===== src/pkg/pll_ratio_clock_select_regs.svh =====
// constants for the core clock ratio selection logic
`ifndef PLL_RATIO_CLOCK_SELECT_REGS_SVH
`define PLL_RATIO_CLOCK_SELECT_REGS_SVH

// six-bit ratio configuration codes
`define RATIO_CODE_11X0   6'h26
`define RATIO_CODE_11X5   6'h00
`define RATIO_CODE_12X0   6'h2e
`define RATIO_CODE_12X5   6'h3e
`define RATIO_CODE_13X0   6'h16
`define RATIO_CODE_13X5   6'h38
`define RATIO_CODE_14X0   6'h32
`define RATIO_CODE_15X0   6'h06
`define RATIO_CODE_16X0   6'h36
`define RATIO_CODE_17X0   6'h02
`define RATIO_CODE_18X0   6'h0a
`define RATIO_CODE_20X0   6'h0e
`define RATIO_CODE_21X0   6'h12
`define RATIO_CODE_24X0   6'h1a
`define RATIO_CODE_28X0   6'h3a
`define RATIO_CODE_BYPASS 6'h0c
`define RATIO_CODE_OFF    6'h3c

// bus-to-core multipliers in half units (value = 2 x multiplier)
`define MULT_X2_11X0   8'h16
`define MULT_X2_11X5   8'h17
`define MULT_X2_12X0   8'h18
`define MULT_X2_12X5   8'h19
`define MULT_X2_13X0   8'h1a
`define MULT_X2_13X5   8'h1b
`define MULT_X2_14X0   8'h1c
`define MULT_X2_15X0   8'h1e
`define MULT_X2_16X0   8'h20
`define MULT_X2_17X0   8'h22
`define MULT_X2_18X0   8'h24
`define MULT_X2_20X0   8'h28
`define MULT_X2_21X0   8'h2a
`define MULT_X2_24X0   8'h30
`define MULT_X2_28X0   8'h38
// bypass: core at reference, bus at half reference
`define MULT_X2_BYPASS 8'h04
`define MULT_X2_NONE   8'h00
// vco multiplier is always 1x
`define VCO_MULT       4'h1

// below this multiplier the bus controller must stretch address acknowledge
`define LOW_RATIO_X2   8'h0a

// dynamic frequency switching divider codes
`define FREQ_SW_OFF    2'h0
`define FREQ_SW_DIV2   2'h1
`define FREQ_SW_DIV4   2'h2
`define FREQ_SW_DIV8   2'h3

// reference period counter width and saturation
`define REF_PERIOD_W   16
`define REF_PERIOD_MAX 16'hffff

`endif

===== src/pkg/clk_sel_pkg.sv =====
// types shared by the ratio decoder and the clock select core
package clk_sel_pkg;

  // clocking modes chosen by the ratio code
  typedef enum logic [1:0] {
    MODE_PLL,
    MODE_BYPASS,
    MODE_OFF,
    MODE_RESERVED
  } clk_mode_type;

  // result of decoding one ratio code
  typedef struct packed {
    clk_mode_type mode;
    logic [7:0]   mult_x2;
  } ratio_decode_type;

  // status reported to the rest of the processor
  typedef struct packed {
    clk_mode_type mode;
    logic [7:0]   decoded_mult_x2;
    logic [7:0]   effective_mult_x2;
    logic [3:0]   vco_mult;
    logic         cfg_reserved;
    logic         snoop_delay_needed;
  } clk_status_type;

endpackage


===== src/core/pll_ratio_clock_select.sv =====
// core clock selection: ratio strap capture, mode control and clock markers
// Behaviour
// - decode six-bit code to 11x..28x, vco 1x
// - bypass code: pll off, reference clocks core
// - bypass: bus at half, core at full reference
// - off code stops all internal clocking
// - pll mode: decoded multiplier divided down by frequency switching
`include "pll_ratio_clock_select_regs.svh"

module pll_ratio_clock_select
  import clk_sel_pkg::*;
(
  // clock and reset
  input  wire logic                      sys_clk_i,
  input  wire logic                      rst_i,
  // configuration straps and controls
  input  wire logic [5:0]                ratio_cfg_i,
  input  wire logic [1:0]                dynamic_frequency_switching_mode_i,
  // reference clock and bypass qualifier, sampled
  input  wire logic                      bus_reference_clock_i,
  input  wire logic                      bypass_bus_qualifier_i,
  // clock control outputs
  output logic                           pll_enable_o,
  output logic                           core_clock_run_o,
  output logic                           core_tick_o,
  output logic                           bus_tick_o,
  // status
  output clk_status_type                 status_o,
  output logic [`REF_PERIOD_W-1:0]       ref_period_o
);

  // control states
  typedef enum logic [1:0] {
    ST_CAPTURE,
    ST_PLL,
    ST_BYPASS,
    ST_HALT
  } ctrl_state_type;

  ctrl_state_type               state;
  ctrl_state_type               next_state;
  logic [5:0]                   cfg_code;
  logic [5:0]                   next_cfg_code;
  ratio_decode_type             decode;
  logic                         ref_prev;
  logic                         ref_rise;
  logic                         next_core_tick;
  logic                         next_bus_tick;
  logic                         next_pll_enable;
  logic                         next_core_run;
  logic [`REF_PERIOD_W-1:0]     period_cnt;
  logic [`REF_PERIOD_W-1:0]     next_period_cnt;
  logic [`REF_PERIOD_W-1:0]     next_ref_period;
  logic [7:0]                   eff_mult_x2;
  clk_status_type               next_status;
  logic                         pll_active;
  logic                         clocked_mode;
  logic                         low_ratio;

  // decode of the captured configuration code
  ratio_decoder u_decoder (
    .ratio_cfg_i (cfg_code),
    .decode_o    (decode)
  );

  // reference edge seen at the system clock
  assign ref_rise = bus_reference_clock_i & ~ref_prev;

  // mode qualifiers shared by the multiplier and status logic
  assign pll_active   = (decode.mode == MODE_PLL);
  assign clocked_mode = (decode.mode == MODE_PLL) || (decode.mode == MODE_BYPASS);
  assign low_ratio    = (eff_mult_x2 < `LOW_RATIO_X2); // address_acknowledge stretch zone

  // control state: the code is a strap, caught once after reset release
  always_comb begin
    next_state    = state;
    next_cfg_code = cfg_code;
    unique case (state)
      ST_CAPTURE: begin
        next_cfg_code = ratio_cfg_i;
        next_state    = ST_HALT;
        if (ratio_cfg_i == `RATIO_CODE_BYPASS) begin
          next_state = ST_BYPASS;
        end else if (ratio_cfg_i != `RATIO_CODE_OFF) begin
          // reserved codes also land here, then ST_PLL halts them a cycle later
          next_state = ST_PLL;
        end
      end
      ST_PLL: begin
        if (decode.mode != MODE_PLL) begin
          next_state = ST_HALT;
        end
      end
      ST_BYPASS:  next_state = ST_BYPASS;
      ST_HALT:    next_state = ST_HALT;
    endcase
  end

  // control state registers
  always_ff @(posedge sys_clk_i or posedge rst_i) begin
    if (rst_i) begin
      state    <= ST_CAPTURE;
      cfg_code <= `RATIO_CODE_OFF;
    end else begin
      state    <= next_state;
      cfg_code <= next_cfg_code;
    end
  end

  // effective multiplier: decoded value divided down by frequency switching in pll mode only
  always_comb begin
    eff_mult_x2 = decode.mult_x2;
    if (pll_active) begin
      unique case (dynamic_frequency_switching_mode_i)
        `FREQ_SW_OFF:  eff_mult_x2 = decode.mult_x2;
        `FREQ_SW_DIV2: eff_mult_x2 = decode.mult_x2 >> 1;
        `FREQ_SW_DIV4: eff_mult_x2 = decode.mult_x2 >> 2;
        `FREQ_SW_DIV8: eff_mult_x2 = decode.mult_x2 >> 3;
      endcase
    end
  end

  // clock markers and enables for each state
  always_comb begin
    next_pll_enable = 1'b0;
    next_core_run   = 1'b0;
    next_core_tick  = 1'b0;
    next_bus_tick   = 1'b0;
    unique case (state)
      ST_CAPTURE: begin
        next_pll_enable = 1'b0;
      end
      ST_PLL: begin
        // pll runs; bus follows every reference edge
        next_pll_enable = (decode.mode == MODE_PLL);
        next_core_run   = (decode.mode == MODE_PLL);
        next_core_tick  = ref_rise & (decode.mode == MODE_PLL);
        next_bus_tick   = ref_rise & (decode.mode == MODE_PLL);
      end
      ST_BYPASS: begin
        // pll disabled; core on each edge, bus on qualified edges only
        next_pll_enable = 1'b0;
        next_core_run   = 1'b1;
        next_core_tick  = ref_rise;
        next_bus_tick   = ref_rise & bypass_bus_qualifier_i;
      end
      ST_HALT: begin
        next_pll_enable = 1'b0;
      end
    endcase
  end

  // clock marker registers
  always_ff @(posedge sys_clk_i or posedge rst_i) begin
    if (rst_i) begin
      ref_prev         <= 1'b0;
      pll_enable_o     <= 1'b0;
      core_clock_run_o <= 1'b0;
      core_tick_o      <= 1'b0;
      bus_tick_o       <= 1'b0;
    end else begin
      ref_prev         <= bus_reference_clock_i;
      pll_enable_o     <= next_pll_enable;
      core_clock_run_o <= next_core_run;
      core_tick_o      <= next_core_tick;
      bus_tick_o       <= next_bus_tick;
    end
  end

  // reference period measured in system clocks, rising edge to rising edge
  always_comb begin
    next_period_cnt = period_cnt;
    next_ref_period = ref_period_o;
    if (ref_rise) begin
      next_ref_period = period_cnt;
      next_period_cnt = `REF_PERIOD_W'(1);
    end else if (period_cnt != `REF_PERIOD_MAX) begin
      next_period_cnt = period_cnt + `REF_PERIOD_W'(1); // saturates
    end
  end

  // period registers
  always_ff @(posedge sys_clk_i or posedge rst_i) begin
    if (rst_i) begin
      period_cnt   <= '0;
      ref_period_o <= '0;
    end else begin
      period_cnt   <= next_period_cnt;
      ref_period_o <= next_ref_period;
    end
  end

  // status word; snoop delay flag warns the bus controller at low ratios
  always_comb begin
    next_status                    = '0;
    next_status.vco_mult           = `VCO_MULT;
    next_status.mode               = MODE_OFF;
    // off is shown until the strap has been taken
    if (state != ST_CAPTURE) begin
      next_status.mode               = decode.mode;
      next_status.decoded_mult_x2    = decode.mult_x2;
      next_status.effective_mult_x2  = eff_mult_x2;
      next_status.cfg_reserved       = (decode.mode == MODE_RESERVED);
      next_status.snoop_delay_needed = clocked_mode & low_ratio;
    end
  end

  // status register
  always_ff @(posedge sys_clk_i or posedge rst_i) begin
    if (rst_i) begin
      status_o <= '0;
    end else begin
      status_o <= next_status;
    end
  end

endmodule


===== src/core/ratio_decoder.sv =====
// combinational decode of the six-bit ratio configuration code
`include "pll_ratio_clock_select_regs.svh"

module ratio_decoder
  import clk_sel_pkg::*;
(
  // configuration code
  input  wire logic [5:0]       ratio_cfg_i,
  // decoded mode and multiplier
  output ratio_decode_type      decode_o
);

  // lookup of every defined code; anything else is reserved
  always_comb begin
    decode_o.mode    = MODE_PLL;
    decode_o.mult_x2 = `MULT_X2_NONE;
    case (ratio_cfg_i)
      `RATIO_CODE_11X0:   decode_o.mult_x2 = `MULT_X2_11X0;
      `RATIO_CODE_11X5:   decode_o.mult_x2 = `MULT_X2_11X5;
      `RATIO_CODE_12X0:   decode_o.mult_x2 = `MULT_X2_12X0;
      `RATIO_CODE_12X5:   decode_o.mult_x2 = `MULT_X2_12X5;
      `RATIO_CODE_13X0:   decode_o.mult_x2 = `MULT_X2_13X0;
      `RATIO_CODE_13X5:   decode_o.mult_x2 = `MULT_X2_13X5;
      `RATIO_CODE_14X0:   decode_o.mult_x2 = `MULT_X2_14X0;
      `RATIO_CODE_15X0:   decode_o.mult_x2 = `MULT_X2_15X0;
      `RATIO_CODE_16X0:   decode_o.mult_x2 = `MULT_X2_16X0;
      `RATIO_CODE_17X0:   decode_o.mult_x2 = `MULT_X2_17X0;
      `RATIO_CODE_18X0:   decode_o.mult_x2 = `MULT_X2_18X0;
      `RATIO_CODE_20X0:   decode_o.mult_x2 = `MULT_X2_20X0;
      `RATIO_CODE_21X0:   decode_o.mult_x2 = `MULT_X2_21X0;
      `RATIO_CODE_24X0:   decode_o.mult_x2 = `MULT_X2_24X0;
      `RATIO_CODE_28X0:   decode_o.mult_x2 = `MULT_X2_28X0;
      `RATIO_CODE_BYPASS: begin
        decode_o.mode    = MODE_BYPASS;
        decode_o.mult_x2 = `MULT_X2_BYPASS;
      end
      `RATIO_CODE_OFF:    decode_o.mode = MODE_OFF;
      default:            decode_o.mode = MODE_RESERVED;
    endcase
  end

endmodule


===== config.mk =====
export PLATFORM = sky130hd
export DESIGN_NAME = pll_ratio_clock_select
export DESIGN_NICKNAME = d
export VERILOG_FILES = /design/src/pkg/clk_sel_pkg.sv /design/src/core/pll_ratio_clock_select.sv /design/src/core/ratio_decoder.sv
export VERILOG_INCLUDE_DIRS = /design/src /design/src/pkg
export SDC_FILE = /design/constraint.sdc
export NUM_CORES = 1
export LEC_CHECK = 0
export ABC_AREA = 1
export ABC_CLOCK_PERIOD_IN_PS = 2000
export BUFFER_PORTS_ARGS = -buffer_cell sky130_fd_sc_hd__buf_2
export CAP_MARGIN = 20
export CORE_UTILIZATION = 40
export DETAILED_ROUTE_END_ITERATION = 10
export PLACE_DENSITY = 0.65
export SYNTH_ARGS = -nofsm -noshare
export SYNTH_HDL_FRONTEND = slang
export SYNTH_SLANG_ARGS = --single-unit
export TNS_END_PERCENT = 100

===== constraint.sdc =====
create_clock -name sys_clk_i -period 2 [get_ports sys_clk_i]
set_input_delay 0.2 -clock sys_clk_i [delete_from_list [all_inputs] [get_ports sys_clk_i]]
set_output_delay 0.2 -clock sys_clk_i [all_outputs]
set_load 0.005 [all_outputs]

==> results.json <==
{
  "run_status": "finished, final reports clean",
  "first_iter_violations": 146,
  "route.detailed.vias_per_inst": 4.85,
  "cp-start-kind": "register",
  "synth_area_leader_cell": "dfrtp_1",
  "post-route-drc-count": 0,
  "critical-path-max-stage-delay_ns": 0.58,
  "fin_crit_ns": 1.81,
  "post_layout_utilization_of_the_core_pct": 49.9,
  "cell_chain_critical_path": "inv_1, nor2_2, nand3_1, nand2_2, nor2_4, nand3_2, nand2_2, nor2_1, nand2_1, nand2_1, nand2_1, a21oi_2",
  "grt_util_all_layers_pct": 17.8,
  "timing.hold.worst.class": "input port to register",
  "flow.area_growth_from_synthesis_pct": 21.0,
  "first_global_vias": 2446,
  "dp.final_hpwl_um": 4580,
  "die_x_um": 88.5,
  "finalSetupViolCount": 0,
  "core_area_mm2": 0.00725,
  "drt_pre_antenna_iters": 4,
  "antenna_left": 0,
  "yosys_warnings": 0,
  "grt_max_degree": 29,
  "hold_viol_final": 0,
  "tritoncts": "built",
  "cts-root-to-sink-buffers": 2,
  "maximum_achievable_frequency_mhz": 552,
  "drt-total-wl_um": 6420,
  "power.leakage_nw": 1.93,
  "die-height_um": 88.5,
  "hold_path_depth": 2,
  "placement.setup.worst_slack_ns": 0.223,
  "finalPower_w": 0.00281,
  "clock_sink_count": 62,
  "period_share_pct": 90.6,
  "cts_root_buffer": "clkbuf_8",
  "vdd_drop_max_mv": 0.399,
  "path_clk_slew_ns": 0.07,
  "first_pass_grt_wire_length_um": 10400,
  "path_buf_inv": 1,
  "htree_num_levels": 3,
  "hold_ws_ns": 0.0761,
  "power-per-cell-area_mw_per_mm2": 776,
  "cts.repair_timing.setup_buffer_count": 0,
  "worstMarginPinSlew_ns": 0.557,
  "ys_seq_area_share_pct": 52.0,
  "placement_rows": 31,
  "worst-setup-path-type": "register to register",
  "cp_num_cells": 12,
  "numPortBuffers": 48,
  "critPathArrivalTime_ns": 2.09,
  "clock_latency_ns": 0.34,
  "place_congestion": 0.900,
  "critical_path.top_delay_family": "simple AND/OR/NAND/NOR gates",
  "drt-wirelength-per-cell_um": 12.2,
  "end_kind": "register",
  "num-nets-final": 439,
  "dieArea_mm2": 0.00783,
  "yosys.cell_types.count": 31,
  "timing_max_transition_violations_final": 0,
  "synth_top_cells_by_area": "dfrtp_1 48%, nand2_1 10%, o21ai_0 5.5%",
  "postSynthRegisterBits": 62,
  "total_grt_overflow": 0,
  "dp.cells": 508,
  "synth.top_cell.area_share_pct": 48.5,
  "timing.critical_path.mode_cell": "nand2_1",
  "final.setup_skew_ns": 0.00573,
  "n_antenna_cell": 0,
  "antenna_found_initial": 0,
  "cp_data_required_time_ns": 2.28,
  "cts_buffers": 9,
  "fin_ws_ns": 0.189,
  "io_pins": 56,
  "via_count": 2544,
  "layout.cells.non_filler": 525,
  "worst-r2r-cell-count": 12,
  "postSynthAreaPerCell_um2": 8.24,
  "critical_path_peak_fanout": 6,
  "synth_cells": 363,
  "cell_area_after_synthesis_mm2": 0.00299,
  "cap_viol_max_count": 0,
  "slew_headroom_pct": 62.8,
  "post_route_cells_drive_above_1_share_pct": 24.9,
  "starting_utilization_of_the_core_area_pct": 41.3,
  "timing.critical_path.slowest_stage_cell": "dfstp_2"
}
==> flip-flops by register name, summed over array words and instances (netlist names), 2 cells and up <==
| signal | cells |
|---|---|
| cfg_code | 6 |
| status_o | 17 |
| state | 2 |
| ref_period_o | 16 |
| period_cnt | 16 |
==> what timing repair did <==
action | 4_1_cts | 5_1_grt
hold buffers | 2 | 0
hold endpoints to repair | 27 | 0
resized for setup | 0 | 9
setup endpoints to repair | 0 | 3
==> power by group <==
group	switching [W]	internal [W]	leakage (nW)
combinational	0.000132	0.0000839	1.02
clock	0.000465	0.000758	0.115
sequential	0.0000497	0.00132	0.800
==> through the flow <==
step                      cell area (um^2)  TNS (ns)
after floorplan                       3020         0
after global placement                3350         0
after detailed placement              3350         0
after CTS                             3590         0
after global routing                  3620   -0.0117
final                                 3620         0
==> layer usage <==
layer | track usage, % | vias to the layer above | wire length, um
met2 | 30.3 | 87 | 3160
met4 | 8.36 | 0 | 133
li1 | - | 1258 | -
met1 | 19.7 | 1183 | 2790
met5 | 0 | - | 0
met3 | 6.72 | 16 | 328
==> logic make-up (layout without fill, tap and decap cells) <==
| group | Yosys count | count (layout) | synth area share [%] |
|---|---|---|---|
| adder cells (fa/ha/maj) | 5 | 5 | 2.09 |
| AND/OR/NAND/NOR | 172 | 172 | 25.8 |
| other | 2 | 8 | 0.251 |
| buffers and inverters | 62 | 119 | 8.74 |
| flip-flops | 62 | 62 | 52.0 |
| AO/OA/AOI/OAI | 60 | 60 | 11.1 |
==> path summary, 6_finish.rpt <==
path | startpoint | end | slack [ns]
setup reg to reg | cfg_code[4] | status_o[0] | 0.19
hold reg to reg | ref_period_o[13] | ref_period_o[13] | 0.47
max in group asynchronous | rst_i | ref_period_o[8] | 0.83
hold / removal | bypass_bus_qualifier_i | bus_tick_o | 0.08
min in group asynchronous | rst_i | pll_enable_o | 0.46
setup / recovery | cfg_code[4] | status_o[0] | 0.19
==> cell usage after synthesis <==
cell type	instances
nor2_2	6
a21oi_2	1
nand2_1	83
dfstp_2	4
clkbuf_1	7
nor2_1	41
ha_1	5
nand4_1	2
and2_1	1
nand3_2	4
o21ai_0	33
nor3_1	7
a211oi_1	3
dfrtp_1	58
nand3_1	19
inv_4	1
o21a_1	2
o21ai_2	1
a22oi_1	2
nand2_2	3
buf_4	7
a31oi_1	6
nor2_4	2
conb_1	2
inv_1	42
nor3_2	1
a21oi_1	12
and3_1	1
inv_2	5
nor3_4	1
nor4_1	1
==> layout make-up <==
| type | count | area [um^2] |
|---|---|---|
| fillers | 716 | 3630 |
| flip-flops and latches | 62 | 1560 |
| multi-input cells | 245 | 1230 |
| repair buffers | 56 | 305 |
| inverters | 48 | 183 |
| clock buffers | 11 | 151 |
| well taps | 99 | 124 |
| clock inverters | 4 | 70.1 |
==> cell usage in the layout, fill, tap and decap left out, types with 3 or more instances in the layout <==
master	n
a211oi_1	3
a21oi_1	12
a31oi_1	6
buf_2	48
buf_4	6
clkbuf_8	11
conb_1	8
dfrtp_1	58
dfstp_2	4
ha_1	5
inv_1	41
inv_2	6
nand2_1	81
nand2_2	5
nand3_1	16
nand3_2	7
nor2_1	39
nor2_2	6
nor2_4	4
nor3_1	7
o21ai_0	33
Note: power is estimated with default switching activity, not from simulation.
